[src/rtl/pport_params.svh]
// Offsets, field positions, reset values and timing counts of printer port.
// Assumes a single core clock whose period is given below in nanoseconds.
`ifndef PPORT_PARAMS_SVH
`define PPORT_PARAMS_SVH

`define CLK_PERIOD_NS 50
`define RST_MIN_NS 40
`define RST_MIN_CYC (((`RST_MIN_NS + `CLK_PERIOD_NS - 1) / `CLK_PERIOD_NS))
`define ACC_WAIT_NS 150
`define ACC_WAIT_CYC (((`ACC_WAIT_NS + `CLK_PERIOD_NS - 1) / `CLK_PERIOD_NS))

`define REG_DATA 2'h0
`define REG_STAT 2'h1
`define REG_CTRL 2'h2
`define REG_MODE 2'h3

`define CTL_STROBE 0
`define CTL_AUTO_LINE_FEED_N 1
`define CTL_INIT 2
`define CTL_SELECT 3
`define CTL_DIR_IN 5
`define MODE_FLOAT 2

`define CTRL_RST 8'h00
`define MODE_RST 8'h00
`define DATA_RST 8'h00

`endif

[src/rtl/pport_pkg.sv]
// Types shared by the printer port modules.
// Assumes nothing beyond a SystemVerilog compiler.
package pport_pkg;

    typedef enum logic [1:0] {
        MODE_COMPAT = 2'b00,
        MODE_BIDIR = 2'b01,
        MODE_FIFO = 2'b10,
        MODE_ECP = 2'b11
    } port_mode_t;

    typedef enum logic {
        TMR_IDLE = 1'b0,
        TMR_COUNT = 1'b1
    } tmr_state_t;

endpackage

[src/rtl/port_timer_if.sv]
// Start, load and status signals between the port logic and its wait timer.
// Assumes both ends share one clock.
`timescale 1ns/1ps
interface port_timer_if #(parameter int W = 8);
    logic start;
    logic [W-1:0] load;
    logic busy;
    logic done;
    modport timer (input start, input load, output busy, output done);
    modport user (output start, output load, input busy, input done);
endinterface

[src/rtl/port_wait_timer.sv]
// Down counter that stays busy for a loaded number of cycles.
// Assumes a load value of at least one.
`timescale 1ns/1ps
module port_wait_timer
    import pport_pkg::*;
(
    // Clock and reset.
    input wire logic ref_clk_i,
    input wire logic sys_rst_i,
    // Timer carrier.
    port_timer_if.timer tmr
);
    tmr_state_t state_r;
    tmr_state_t state_nxt;
    logic [$bits(tmr.load)-1:0] cnt_r;
    logic [$bits(tmr.load)-1:0] cnt_nxt;
    logic last_w;

    assign last_w = (cnt_r == {{($bits(cnt_r)-1){1'b0}}, 1'b1});
    assign tmr.busy = (state_r == TMR_COUNT);
    assign tmr.done = (state_r == TMR_COUNT) && last_w && !tmr.start;

    always_comb begin
        state_nxt = state_r;
        cnt_nxt = cnt_r;
        case (state_r)
            TMR_IDLE: begin
                if (tmr.start) begin
                    state_nxt = TMR_COUNT;
                    cnt_nxt = tmr.load;
                end
            end
            TMR_COUNT: begin
                if (tmr.start) begin
                    cnt_nxt = tmr.load;
                end else if (last_w) begin
                    state_nxt = TMR_IDLE;
                    cnt_nxt = '0;
                end else begin
                    cnt_nxt = cnt_r - 1'b1;
                end
            end
            default: begin
                state_nxt = TMR_IDLE;
                cnt_nxt = '0;
            end
        endcase
    end

    always_ff @(posedge ref_clk_i or posedge sys_rst_i) begin
        if (sys_rst_i) begin
            state_r <= TMR_IDLE;
            cnt_r <= '0;
        end else begin
            state_r <= state_nxt;
            cnt_r <= cnt_nxt;
        end
    end
endmodule

[src/rtl/printer_port_pins.sv]
// Pin logic of the bidirectional printer port and its host-side handshakes.
// Assumes all inputs synchronous to ref_clk_i; pads resolve the enables.
`timescale 1ns/1ps
`include "pport_params.svh"

// Notes on behaviour
// - Channel-ready is driven low while a data access needs extra clocks.
// - Reset held at least 40 ns returns registers and outputs to defaults.
// - Direction flag is low for output operation and high for input.
// - Eight data lines, three-state, line 0 least significant.
// - Auto-line-feed is a three-state active-low general-purpose line.
// - Printer initialise is an active-low three-state output.
// - Select line read at command bit 3, written at control bit 3.
// - Data strobe is active low and marks valid data on the bus.
// - DMA request and acknowledge serve only FIFO and extended modes.
// - Port registers are chosen by the two lowest host address bits.
module printer_port_pins
    import pport_pkg::*;
#(
    parameter int WAIT_CYC = `ACC_WAIT_CYC
)(
    // Clock and reset.
    input wire logic ref_clk_i,
    input wire logic sys_rst_i,
    // Host access port.
    input wire logic [1:0] host_addr_i,
    input wire logic host_rd_n_i,
    input wire logic host_wr_n_i,
    input wire logic [7:0] host_wdata_i,
    output logic [7:0] host_rdata_o,
    output logic host_rdata_oe_o,
    output logic iochrdy_o,
    output logic iochrdy_oe_o,
    // DMA handshake.
    output logic dreq_o,
    output logic dreq_oe_o,
    input wire logic dack_n_i,
    input wire logic tc_i,
    // Parallel data and direction.
    input wire logic [7:0] par_data_bus_i,
    output logic [7:0] par_data_bus_o,
    output logic par_data_bus_oe_o,
    output logic port_direction_flag_o,
    // Printer control lines.
    input wire logic strobe_n_i,
    output logic strobe_n_o,
    output logic strobe_n_oe_o,
    input wire logic auto_line_feed_n_i,
    output logic auto_line_feed_n_o,
    output logic auto_line_feed_n_oe_o,
    input wire logic printer_choose_n_i,
    output logic printer_choose_n_o,
    output logic printer_choose_n_oe_o,
    output logic init_n_o,
    output logic init_n_oe_o,
    // Printer status lines.
    input wire logic ack_n_i,
    input wire logic busy_i,
    input wire logic fault_n_i,
    input wire logic paper_empty_i,
    input wire logic online_n_i
);
    // Refuses wait counts that the eight-bit timer cannot hold.
    if (WAIT_CYC < 1 || WAIT_CYC > 255) begin : g_bad_wait
        $error("WAIT_CYC must lie between 1 and 255.");
    end

    port_timer_if #(.W(8)) tmr ();

    port_wait_timer u_timer (
        .ref_clk_i(ref_clk_i),
        .sys_rst_i(sys_rst_i),
        .tmr(tmr)
    );

    logic rd_n_q_r;
    logic wr_n_q_r;
    logic [7:0] wdata_r;
    logic [7:0] data_r;
    logic [7:0] ctrl_r;
    logic [7:0] mode_r;
    logic tc_seen_r;
    logic [7:0] rdata_nxt;
    logic wait_nxt;
    logic dir_nxt;

    wire port_mode_t mode_w = port_mode_t'(mode_r[1:0]);
    wire dma_mode_w = (mode_w == MODE_FIFO) || (mode_w == MODE_ECP);
    wire rd_start_w = rd_n_q_r && !host_rd_n_i;
    wire wr_start_w = wr_n_q_r && !host_wr_n_i;
    wire wr_commit_w = !wr_n_q_r && host_wr_n_i;
    wire dma_cyc_w = dma_mode_w && !dack_n_i;
    wire sel_data_w = (host_addr_i == `REG_DATA) || dma_cyc_w;
    wire wr_data_w = wr_commit_w && sel_data_w;
    wire wr_ctrl_w = wr_commit_w && !dma_cyc_w && host_addr_i == `REG_CTRL;
    wire wr_mode_w = wr_commit_w && !dma_cyc_w && host_addr_i == `REG_MODE;
    wire tc_hit_w = dma_cyc_w && tc_i;
    wire float_w = mode_r[`MODE_FLOAT];

    // The timer holds channel ready low for WAIT_CYC + 1 cycles on every data access.
    assign tmr.start = (rd_start_w || wr_start_w) && sel_data_w;
    assign tmr.load = 8'(WAIT_CYC);
    assign wait_nxt = tmr.start || tmr.busy;

    // Compatible mode always drives; other modes follow control bit 5.
    assign dir_nxt = (mode_w != MODE_COMPAT)
                     && ctrl_r[`CTL_DIR_IN];

    // Read selection by the two low address bits.
    wire [7:0] stat_w = {busy_i, ack_n_i, paper_empty_i, online_n_i,
                         fault_n_i, 3'h0};
    wire [7:0] cmd_w = {2'h0, port_direction_flag_o, 1'b0,
                        !printer_choose_n_i, !init_n_o,
                        !auto_line_feed_n_i, !strobe_n_i};
    always_comb begin
        rdata_nxt = 8'h00;
        case (host_addr_i)
            `REG_DATA: rdata_nxt = par_data_bus_i;
            `REG_STAT: rdata_nxt = stat_w;
            `REG_CTRL: rdata_nxt = cmd_w;
            `REG_MODE: rdata_nxt = mode_r;
            default: rdata_nxt = 8'h00;
        endcase
    end

    always_ff @(posedge ref_clk_i or posedge sys_rst_i) begin
        if (sys_rst_i) begin
            rd_n_q_r <= 1'b1;
            wr_n_q_r <= 1'b1;
            wdata_r <= `DATA_RST;
        end else begin
            rd_n_q_r <= host_rd_n_i;
            wr_n_q_r <= host_wr_n_i;
            if (!host_wr_n_i) begin
                wdata_r <= host_wdata_i;
            end
        end
    end

    // Registers; all return to defaults under reset.
    always_ff @(posedge ref_clk_i or posedge sys_rst_i) begin
        if (sys_rst_i) begin
            data_r <= `DATA_RST;
            ctrl_r <= `CTRL_RST;
            mode_r <= `MODE_RST;
            tc_seen_r <= 1'b0;
        end else begin
            if (wr_data_w) begin
                data_r <= wdata_r;
            end
            if (wr_ctrl_w) begin
                ctrl_r <= wdata_r;
            end
            if (wr_mode_w) begin
                mode_r <= wdata_r;
            end
            if (tc_hit_w) begin
                tc_seen_r <= 1'b1;
            end else if (wr_mode_w) begin
                tc_seen_r <= 1'b0;
            end
        end
    end

    // Every output comes from a flip-flop.
    always_ff @(posedge ref_clk_i or posedge sys_rst_i) begin
        if (sys_rst_i) begin
            host_rdata_o <= 8'h00;
            host_rdata_oe_o <= 1'b0;
            iochrdy_o <= 1'b1;
            iochrdy_oe_o <= 1'b0;
            dreq_o <= 1'b0;
            dreq_oe_o <= 1'b0;
            par_data_bus_o <= `DATA_RST;
            par_data_bus_oe_o <= 1'b1;
            port_direction_flag_o <= 1'b0;
            strobe_n_o <= 1'b1;
            strobe_n_oe_o <= 1'b1;
            auto_line_feed_n_o <= 1'b1;
            auto_line_feed_n_oe_o <= 1'b1;
            printer_choose_n_o <= 1'b1;
            printer_choose_n_oe_o <= 1'b1;
            init_n_o <= 1'b1;
            init_n_oe_o <= 1'b1;
        end else begin
            host_rdata_o <= rdata_nxt;
            host_rdata_oe_o <= !host_rd_n_i;
            iochrdy_o <= !wait_nxt;
            iochrdy_oe_o <= wait_nxt;
            dreq_o <= dma_mode_w && !tc_seen_r && !tc_hit_w;
            dreq_oe_o <= dma_mode_w;
            par_data_bus_o <= data_r;
            par_data_bus_oe_o <= !dir_nxt;
            port_direction_flag_o <= dir_nxt;
            strobe_n_o <= !ctrl_r[`CTL_STROBE];
            strobe_n_oe_o <= !float_w;
            auto_line_feed_n_o <= !ctrl_r[`CTL_AUTO_LINE_FEED_N];
            auto_line_feed_n_oe_o <= !float_w;
            printer_choose_n_o <= !ctrl_r[`CTL_SELECT];
            printer_choose_n_oe_o <= !float_w;
            init_n_o <= !ctrl_r[`CTL_INIT];
            init_n_oe_o <= !float_w;
        end
    end
endmodule

[config.mk]
export PLATFORM = sky130hd
export DESIGN_NAME = printer_port_pins
export DESIGN_NICKNAME = d
export VERILOG_FILES = /design/src/rtl/pport_pkg.sv /design/src/rtl/port_timer_if.sv /design/src/rtl/port_wait_timer.sv /design/src/rtl/printer_port_pins.sv
export VERILOG_INCLUDE_DIRS = /design/src /design/src/rtl
export SDC_FILE = /design/constraint.sdc
export NUM_CORES = 1
export LEC_CHECK = 0
export ABC_AREA = 1
export ABC_CLOCK_PERIOD_IN_PS = 1800
export BUFFER_PORTS_ARGS = -buffer_cell sky130_fd_sc_hd__buf_4
export CAP_MARGIN = 20
export CORE_MARGIN = 3
export CORE_UTILIZATION = 47
export CTS_CLUSTER_SIZE = 12
export DETAILED_ROUTE_END_ITERATION = 7
export PLACE_DENSITY = 0.74
export RECOVER_POWER = 100
export SLEW_MARGIN = 20
export SYNTH_ARGS = -nofsm -noshare
export SYNTH_HDL_FRONTEND = slang
export SYNTH_SLANG_ARGS = --single-unit
export TNS_END_PERCENT = 10
[constraint.sdc]
create_clock -name ref_clk_i -period 1.8 [get_ports ref_clk_i]
set_input_delay 0.09 -clock ref_clk_i [delete_from_list [all_inputs] [get_ports ref_clk_i]]
set_output_delay 0.09 -clock ref_clk_i [all_outputs]
set_load 0.05 [all_outputs]
Yosys cells after proc, flatten, opt, wreduce, memory -nomap -nowiden. Cells that the tools add are included.

Add/subtract/negate cells: 1. Equal/unequal tests: 7. Mux-type cells: 11. Bitwise operators: 1. Reductions and logical operators: 38.

Operators by type and width (number): case mux 8 bit (4 select lines) (1); two-way mux 8 bit (3); zero test 1 bit (18); case mux 8 bit (2 select lines) (1); logical AND 1 bit (13); == test 2 bit (second input constant) (4); == test 8 x 1 -> 1 bit (second input constant) (1); subtractor 8 x 1 -> 8 bit (second input constant) (1); two-way mux 1 bit (5); logical OR 1 bit (4); nonzero test 2 bit (2); == test 2 x 1 -> 1 bit (second input constant) (1); zero test 2 bit (1); != test 2 bit (second input constant) (1); case mux 1 bit (2 select lines) (1); inverter 1 bit (1).

Flip-flop bits (word level): 70. Output and inout port bits: 31. Word-level logic and storage cells: 81.

Logic depth before layout (Yosys ltp). Gate-level depths: netlist of run 1.

Depth in word-level cells: 8. Mapped depth: 9.

Hierarchy. From an unflattened synthesis of run 1, not the netlist that was laid out.

Cell total of the unflattened synthesis: 309. Area, all modules: 2994.1 um^2.

Modules (own cells, without submodules): printer_port_pins (instances 1, cells each 229, area each 2338.5 um^2, sequential area each 1512.7 um^2); port_wait_timer (instances 1, cells each 80, area each 655.6 um^2, sequential area each 225.2 um^2).

Worst setup path before layout of run 1. OpenSTA, ideal clock, no wires.

Path type: register to register. From: reg u_timer.cnt_r[0]. To: reg u_timer.cnt_r[6]. Arrival time: 1062 ps. Data required time: 1684 ps. Path slack: 622 ps. Stages on the path, launching flop included: 8. Path buffers: 0. Clock period less this slack: 1178 ps. Path through: dfrtp_1 > inv_1 > ha_1 > nand3_1 > o21ai_0 > nand2_1 > nand2_1 > nand2_1.

Longest elaborated chain between the ends: 4. Elaborated cells on any way between the ends: 5. Classes of those cells: add/sub: 1; eq/ne: 1; mux: 3.

Ends and longest elaborated chain: start: declaration (line port_wait_timer.sv:15) `logic [$bits(tmr.load)-1:0] cnt_r;`; start signal: assignment (line port_wait_timer.sv:56) `cnt_r <= cnt_nxt;`; subtractor 8 x 1 -> 8 bit or == test 8 x 1 -> 1 bit (tied branches) (line port_wait_timer.sv:40, port_wait_timer.sv:19); two-way mux 8 bit * (line port_wait_timer.sv:36) `end else if (last_w) begin`; two-way mux 8 bit * (line port_wait_timer.sv:34) `if (tmr.start) begin`; case mux 8 bit (2 select lines) * (line port_wait_timer.sv:26) `case (state_r)`.

Every way passes the cells marked *; elsewhere a longest branch is shown, timed or not. A chain may end at the register's enable or synchronous reset.

Worst setup path in the final report of run 1.
From: reg init_n_oe_o. To: out init_n_oe_o.

RTL lines: start: declaration (line printer_port_pins.sv:55) `output logic init_n_oe_o,`; start signal: assignment (line printer_port_pins.sv:202) `init_n_oe_o <= !float_w;`.

No word-level cell between the ends.

==> results.txt, run 1 <==
CTS clk-pin slew, worst paths - 0.07 ns
# rows - 27
Pwr Total - 4.88 mW
Die Y - 82.5 um
Worst Setup Start Kind - register
Multi-input gate area - 762 um^2
Clock latency on the worst-skew pair - 0.34 ns
Ant diodes - 0
Yosys reg bits - 69
Cell area after synthesis - 2750 um^2
Initial DRC Count - 138
Post-synthesis sequential area ratio - 0.632
Initial Utilization - 0.494
Leak Pwr - 1.76 nW
Cell area after layout - 3560 um^2
Peak supply drop - 0.704 mV
Post-route ant nets - 0
Grt ovf - 0
Die X - 82.5 um
Clk buf depth - 2
First-pass GRT wire length - 9020 um
Final hold vios - 0
Post-synth top area share - 0.546
Fmax - 0.694 GHz
HP Class - input port to register
Synthesis Warnings - 0
WS Path Type - register to output pin
Worst-Margin Slew - 1.05 ns
Crit path max-delay family - flip-flops
Setup crit end kind - output pin
Total wire length - 5560 um
Final period util - 0.800
Fin crit period - 1.44 ns
Setup total negative slack - 0 ns
Initial DRT Pass Iterations - 4
# clock sinks - 69
TritonCTS clock tree - yes
Clock Skew - 0.0133 ns
Cells along the critical path - clkbuf_1
Crit path max-delay cell type - dfstp_2
Seq. cell area - 1740 um^2
Cts bufs inserted - 9
Post-DP HPWL - 3730 um
CP bufs+invs - 1
Vias per cell - 4.66
Vias - 2,047
Hold_sp - tc_i
Synth area leaders - dfrtp_1 (55%), nand2_1 (11%), dfstp_2 (8.6%)
WP data arrival - 1.35 ns
Slew HR - 0.295
RSZ-0062 raised after global routing - false
Mean Syn Cell Area - 10.2 um^2
Drt drc - 0
Vias in the first global route - 1,955
Root buffer cell - clkbuf_8
Share of layout cells above drive strength 1 - 0.188
Worst stage delay on the critical path - 0.55 ns
Worst Path Max Fanout - 4
Synth cell types - 26
Most common cell after layout, fill and taps aside - nand2_1
Fillers - 469
Mapped Nets - 303
Setup-failing EPs final - 0
Final #Nets - 396
Critical Path Start - init_n_oe_o
Syn Inst Count - 269
PortBufs - 62
Routed wire per std cell - 12.7 um
WP data required - 1.71 ns
P&R area growth vs syn - 29.3%
Max_cap viols - 0
Power per Cell Area - 1370 nW/um^2
Commonest non-fill, non-tap cells in the layout - nand2_1 (82), dfrtp_1 (60), o21ai_0 (36)
Yosys top cell by area - dfrtp_1
Core area - 5570 um^2
Largest net degree at the start of global routing - 48
Total GRT Usage - 0.181
Max-slew violations - 0
Status - complete, no violations
I/O pins - 63
H-tree depth - 3
Placed inst area - 3280 um^2
Initial antenna violation count - 0
Die ar. - 6810 um^2
Gpl congestion - 0.792
R2r startpoint - mode_r[1]
-- cell families (layout without fill, tap and decap cells) --
group           Yosys count  in the layout  synth area share
buf+inv                  43            141            0.0691
fa+ha+maj                 2              2           0.00909
compound gates           43             43             0.105
flops                    69             69             0.632
simple gates            109            109             0.176
xor+xnor                  3              3           0.00955
-- sequential cells by signal, indices dropped and copies added (netlist names), 5 cells and up --
register,flops
u_timer.cnt_r,8
host_rdata_o,8
wdata_r,8
ctrl_r,5
mode_r,8
data_r,8
par_data_bus_o,8
-- power breakdown --
| group | internal (mW) | total (mW) | switching (mW) | leakage [nW] |
|---|---|---|---|---|
| clock network | 0.711 | 1.26 | 0.553 | 0.102 |
| registers | 1.93 | 2.15 | 0.216 | 0.848 |
| logic | 0.416 | 1.46 | 1.05 | 0.805 |
| total | 3.06 | 4.88 | 1.82 | 1.76 |
-- final timing paths --
check,endpoint,slack [ns],cells past startpoint
worst max-delay path,init_n_oe_o,0.36,1
worst min-delay path,tc_seen_r,0.04,3
worst max register to register,u_timer.cnt_r[7],0.48,7
worst min register to register,par_data_bus_o[1],0.38,0
max in group asynchronous,strobe_n_o,0.52,4
min in group asynchronous,port_direction_flag_o,0.51,3
-- timing repair --
item	CTS	global route
hold endpoints to repair	36	0
buffers inserted	0	0
resized for setup	0	0
hold buffers	26	0
endpoints found under the setup margin	0	0
-- cells in the mapped netlist (all sizes together) --
master / count
nand3b: 1
o221ai: 1
nand2: 85
o211ai: 2
dfrtp: 60
xnor2: 1
ha: 2
nor2: 12
buf: 5
inv: 36
nand3: 9
xor2: 2
o21ai: 39
nand4: 2
o2111ai: 1
clkbuf: 2
dfstp: 9
-- metrics by stage --
stage	setup slack [ns]	utilization	hold WS, ns	std cells
3_3_place_gp	0.542	0.588	0.160	397
5_1_grt	0.196	0.638	0.0508	439
4_1_cts	0.395	0.671	0.0204	439
6_report	0.360	0.638	0.0361	439
3_5_place_dp	0.498	0.588	0.164	397
2_1_floorplan	0.622	-	0.0945	269
-- metal layers --
layer,vias up,wire length (um),track usage
met1,937,2560,0.236
li1,1030,-,-
met4,0,68,0.0735
met3,6,410,0.0531
met2,74,2520,0.284
met5,-,0,0
-- layout make-up --
class | count | area share
clock inverter | 4 | 0.0134
multi-input combinational | 157 | 0.214
sequential | 69 | 0.489
clock buffer | 12 | 0.0436
tap | 72 | 0.0253
timing repair buffer | 89 | 0.176
inverter | 36 | 0.0390
Note: power is estimated with default switching activity, not from simulation.
==> run 2, diff against run 1 <==
Settings changed: ABC_CLOCK_PERIOD_IN_PS 1800 to 1300.
Clock period 1.8 ns to 1.3 ns, I/O delays scaled along.
==> results.txt, run 2 (synthesis results as in run 1) <==
Worst-Margin Slew - 0.819 ns (-0.233 ns)
Largest net degree at the start of global routing - 70 (+46%)
Status - complete, no violations
Vias per cell - 4.77 (+2.4%)
WS Path Type - register to register
Switch share - 0.361 (-0.0112)
Post-route ant nets - 0 (unchanged)
Fillers - 448 (-4.5%)
Routed wire per std cell - 13.1 um (+3.1%)
Clk buf depth - 2 (unchanged)
WP data required - 1.51 ns (-0.20 ns)
Hold Path Cell Cnt - 4 (+1)
# clock sinks - 69 (unchanged)
Setup crit end kind - register
Initial DRC Count - 132 (-4.3%)
Drt drc - 0 (unchanged)
Clock latency on the worst-skew pair - 0.33 ns (about the same)
H-tree depth - 3 (unchanged)
HP Class - input port to register
Setup WS post-layout - 0.0303 ns (-0.330 ns)
Worst Setup Start Kind - register
Cts bufs inserted - 9 (unchanged)
Root buffer cell - clkbuf_8
Met2 Use GR - 0.295 (+0.0112)
Fin util - 0.670 (+0.0316)
Share of layout cells above drive strength 1 - 0.323 (+0.135)
Power share of the combinational group - 0.314 (+0.014)
GR Util met1 - 0.248 (+0.0113)
Final period util - 0.977
CTS clk-pin slew, worst paths - 0.07 ns (about the same)
Critical Path Start - mode_r[4]
Hold slack - 0.0384 ns (+0.00235 ns)
Post-Place Cells - 401 (+1.0%)
Final #Nets - 401 (+1.3%)
P&R area growth vs syn - 35.7%
P_sw - 2.60 mW (+43%)
I/O pins - 63 (unchanged)
Vias in the first global route - 2,085 (+6.6%)
Fin crit period - 1.27 ns
Setup total negative slack - 0 ns (unchanged)
Final hold vios - 0 (unchanged)
Met3 Usage GRT - 0.0369 (-0.0163)
First-pass GRT wire length - 9580 um (+6.3%)
P_int - 4.60 mW (+50%)
Clock Skew - 0.00560 ns (-0.00767 ns)
Reg2reg path depth - 3 (-4)
Setup-failing EPs final - 0 (unchanged)
Clock Power Share - 0.270 (+0.011)
Ant diodes - 0 (unchanged)
Place WS - 0.0570 ns (-0.441 ns)
Max_cap viols - 0 (unchanged)
Placed inst area - 3310 um^2 (+0.92%)
Grt ovf - 0 (unchanged)
Peak supply drop - 0.983 mV (+40%)
Register share of total power - 0.416 (-0.025)
Vias - 2,119 (+3.5%)
Gpl congestion - 0.773 (-2.4%)
Initial DRT Pass Iterations - 4 (unchanged)
Die X - 82.5 um (unchanged)
Die Y - 82.5 um (unchanged)
Total wire length - 5800 um (+4.3%)
Post-DP HPWL - 3960 um (+6.3%)
Cell area after layout - 3730 um^2 (+5.0%)
# rows - 27 (unchanged)
Total GRT Usage - 0.190 (+0.00915)
Initial Utilization - 0.494 (unchanged)
Initial antenna violation count - 0 (unchanged)
Leak Pwr - 1.90 nW (+8.0%)
Fmax - 0.788 GHz
Setup bufs post-CTS - 0 (unchanged)
Pwr Total - 7.20 mW (+47%)
Power per Cell Area - 1930 nW/um^2 (+41%)
Hold_sp - dack_n_i
RSZ-0062 raised after global routing - true
Die ar. - 6810 um^2 (unchanged)
Slew HR - 0.454 (+0.159)
Final non-filler cell total - 444 (+1.1%)
Most common cell after layout, fill and taps aside - nand2_1
Busiest grt layer - met2
Commonest non-fill, non-tap cells in the layout - nand2_1 (81), dfrtp_1 (60), buf_4 (42)
TritonCTS clock tree - yes
R2r startpoint - mode_r[4]
Multi-input gate area - 828 um^2 (+8.7%)
Max-slew violations - 0 (unchanged)
Core area - 5570 um^2 (unchanged)
Seq. cell area - 1740 um^2 (unchanged)
PortBufs - 62 (unchanged)
WP data arrival - 1.48 ns (+0.13 ns)
Worst Path Max Fanout - 2 (-2)
==> run 2: changes by cell type in the layout (fill, tap and decap cells not counted), sizes merged <==
| cell | previous run | this run |
|---|---|---|
| bufinv | 1 | 2 |
| dlygate4sd3 | 26 | 27 |
| clkinv | 2 | 0 |
| buf | 28 | 42 |
| clkbuf | 47 | 38 |
==> run 2: critical path, cell delays in order (launching register included) <==
cell	delay (ns)
dfrtp_1	0.40
nand2_1	0.09
nand3_1	0.09
dlygate4sd3_1	0.56
==> run 2: area by class of cell <==
type | count | share of cell area
flip-flops and latches | 69 | 0.465
inverters | 36 | 0.0379
well taps | 72 | 0.0241
clock inverters | 3 | 0.0181
clock buffers | 13 | 0.0426
multi-input cells | 157 | 0.222
repair buffers | 94 | 0.190
==> run 2: worst paths after layout <==
kind | endpoint | slack, ns
setup reg to reg | host_rdata_o[4] | 0.03
setup / recovery | host_rdata_o[4] | 0.03
max in group asynchronous | par_data_bus_o[3] | 0.22
hold reg to reg | par_data_bus_o[2] | 0.38
hold / removal | tc_seen_r | 0.04
min in group asynchronous | dreq_oe_o | 0.55
==> run 2: routing by layer <==
metal	up-vias	part of all wire
li1	1035	-
met1	1007	0.45
met2	63	0.47
met3	14	0.061
met4	0	0.027
met5	-	0
==> run 2: what timing repair did <==
action                                  in CTS  in global routing
endpoints found under the setup margin       0                  3
gates resized for setup                      0                  5
endpoints found under the hold margin       80                  0
hold buffers                                27                  0
==> run 2: power groups by stage <==
| stage | clock network, mW | logic (mW) | registers, mW |
|---|---|---|---|
| 2_1_floorplan | 0 | 1.01 | 3.60 |
| 3_3_place_gp | 0 | 2.20 | 3.00 |
| 3_5_place_dp | 0 | 2.28 | 3.02 |
| 4_1_cts | 1.98 | 2.36 | 2.99 |
| 5_1_grt | 2.09 | 2.48 | 3.05 |
| 6_report | 1.94 | 2.26 | 3.00 |
==> run 3, diff against run 2 <==
Settings changed: REMOVE_ABC_BUFFERS set to 1.
==> results.txt, run 3 (synthesis results as in run 1) <==
Final period util - 0.949 (-0.0278)
Power share of the combinational group - 0.317 (+0.003)
Share of layout cells above drive strength 1 - 0.302 (-0.0207)
Most common cell after layout, fill and taps aside - nand2_1
H-tree depth - 3 (unchanged)
Fin util - 0.655 (-0.0150)
Initial antenna violation count - 0 (unchanged)
Drt drc - 0 (unchanged)
Clock Skew - 0.00652 ns (+0.000922 ns)
Total GRT Usage - 0.188 (-0.00181)
Status - finished with violations
Ant diodes - 0 (unchanged)
WP data required - 1.52 ns (about the same)
Post-Place Cells - 401 (unchanged)
Final hold vios - 1 (+1)
Setup-failing EPs final - 0 (unchanged)
Worst Path Max Fanout - 2 (unchanged)
Worst Setup Start Kind - register
Hold slack - -0.0332 ns (-0.0716 ns)
Vias - 2,091 (-1.3%)
Met3 Usage GRT - 0.0499 (+0.0130)
RSZ-0062 raised after global routing - true
Worst-Margin Slew - 0.830 ns (+0.0113 ns)
Fmax - 0.811 GHz (+2.9%)
Initial DRT Pass Iterations - 4 (unchanged)
Largest net degree at the start of global routing - 70 (unchanged)
P_int - 4.32 mW (-6.0%)
Initial DRC Count - 64 (-52%)
Die Y - 82.5 um (unchanged)
Slew HR - 0.447 (-0.00752)
P_sw - 2.59 mW (-0.27%)
# clock sinks - 69 (unchanged)
Total wire length - 5640 um (-2.8%)
GR Util met1 - 0.223 (-0.0244)
Vias in the first global route - 2,080 (-0.24%)
PortBufs - 62 (unchanged)
Clock Power Share - 0.250 (-0.020)
Busiest grt layer - met2
Power per Cell Area - 1890 nW/um^2 (-1.7%)
Post-route ant nets - 0 (unchanged)
Setup crit end kind - register
Gpl congestion - 0.763 (-1.3%)
Leak Pwr - 1.87 nW (-1.4%)
Cell area after layout - 3650 um^2 (-2.2%)
Placed inst area - 3320 um^2 (+0.26%)
I/O pins - 63 (unchanged)
Failing checks - negative hold slack
Vias per cell - 4.72 (-1.1%)
Root buffer cell - clkbuf_8
Fillers - 472 (+5.4%)
Peak supply drop - 0.906 mV (-7.8%)
Core area - 5570 um^2 (unchanged)
Grt ovf - 0 (unchanged)
Final non-filler cell total - 443 (-0.23%)
Met2 Use GR - 0.321 (+0.0256)
Final #Nets - 400 (-0.25%)
Max-slew violations - 0 (unchanged)
# rows - 27 (unchanged)
WP data arrival - 1.46 ns (-0.02 ns)
Max_cap viols - 0 (unchanged)
P&R area growth vs syn - 32.7%
HP Class - input port to register
TritonCTS clock tree - yes
Routed wire per std cell - 12.7 um (-2.5%)
Die X - 82.5 um (unchanged)
WS Path Type - register to register
First-pass GRT wire length - 9340 um (-2.6%)
Clock latency on the worst-skew pair - 0.34 ns (about the same)
Cts bufs inserted - 9 (unchanged)
Post-DP HPWL - 3860 um (-2.5%)
Register share of total power - 0.433 (+0.017)
Commonest non-fill, non-tap cells in the layout - nand2_1 (81), dfrtp_1 (60), buf_4 (38)
Clk buf depth - 2 (unchanged)
CTS clk-pin slew, worst paths - 0.07 ns (about the same)
Die ar. - 6810 um^2 (unchanged)
Fin crit period - 1.23 ns (-0.0362 ns)
Initial Utilization - 0.494 (unchanged)
Switch share - 0.375 (+0.0138)
[run 3: changes by cell type in the layout (fill, tap and decap cells not counted), moves of 2 or more]
cell and change:
buf_4 -4, o21ai_2 -8, o21ai_0 +6, inv_1 +2, o21ai_1 +2, dlygate4sd3_1 -3, clkbuf_2 +5, clkbuf_1 -2
[run 3: worst max-delay path, cell delays in order, from the launching register on]
cell and delay [ns]:
dfrtp_1 0.39, nand2_1 0.08, nand4_1 0.09, dlygate4sd3_1 0.56
[run 3: through the flow]
stage | TNS (ns) | power, mW | worst slack [ns]
2_1_floorplan | -30.05 | 4.57 | -0.490
3_3_place_gp | 0 | 5.21 | 0.117
3_5_place_dp | 0 | 5.28 | 0.0480
4_1_cts | 0 | 7.09 | 0.0343
5_1_grt | -0.0153 | 7.35 | -0.00832
6_report | 0 | 6.91 | 0.0665
[run 3: area by class of cell]
class / count / area [um^2] / share of cell area
timing repair buffer: 93 / 688 / 0.189
inverter: 36 / 138 / 0.0377
tap: 72 / 90.1 / 0.0247
multi-input combinational: 157 / 796 / 0.218
clock buffer: 11 / 141 / 0.0387
sequential: 69 / 1740 / 0.476
clock inverter: 5 / 58.8 / 0.0161
[run 3: power groups by stage]
stage	Clock (mW)	Combinational [mW]	Sequential [mW]
finish	1.73	2.19	2.99
global route	1.86	2.44	3.06
CTS	1.76	2.35	2.98
detailed placement	0	2.26	3.02
global placement	0	2.20	3.00
floorplan	0	0.896	3.67
[run 3: final timing paths]
kind	startpoint	to	slack, ns	depth (start not counted)
max in group asynchronous	sys_rst_i	ctrl_r[5]	0.19	4
worst max register to register	mode_r[5]	host_rdata_o[5]	0.07	3
worst min register to register	data_r[6]	par_data_bus_o[6]	0.38	0
min in group asynchronous	sys_rst_i	data_r[1]	0.54	4
worst max-delay path	mode_r[5]	host_rdata_o[5]	0.07	3
worst min-delay path	fault_n_i	host_rdata_o[3]	-0.03	3
[run 3: metal layers]
metal / vias to the layer above / part of all wire
met4: 0 / 0.014
met2: 61 / 0.51
met5: - / 0
li1: 1033 / -
met3: 6 / 0.075
met1: 991 / 0.40
[run 3: repair_timing]
| action | 4_1_cts | 5_1_grt |
|---|---|---|
| resized for setup | 0 | 8 |
| setup endpoints to repair | 0 | 6 |
| hold buffers | 26 | 0 |
| buffers inserted | 0 | 1 |
| endpoints found under the hold margin | 79 | 0 |
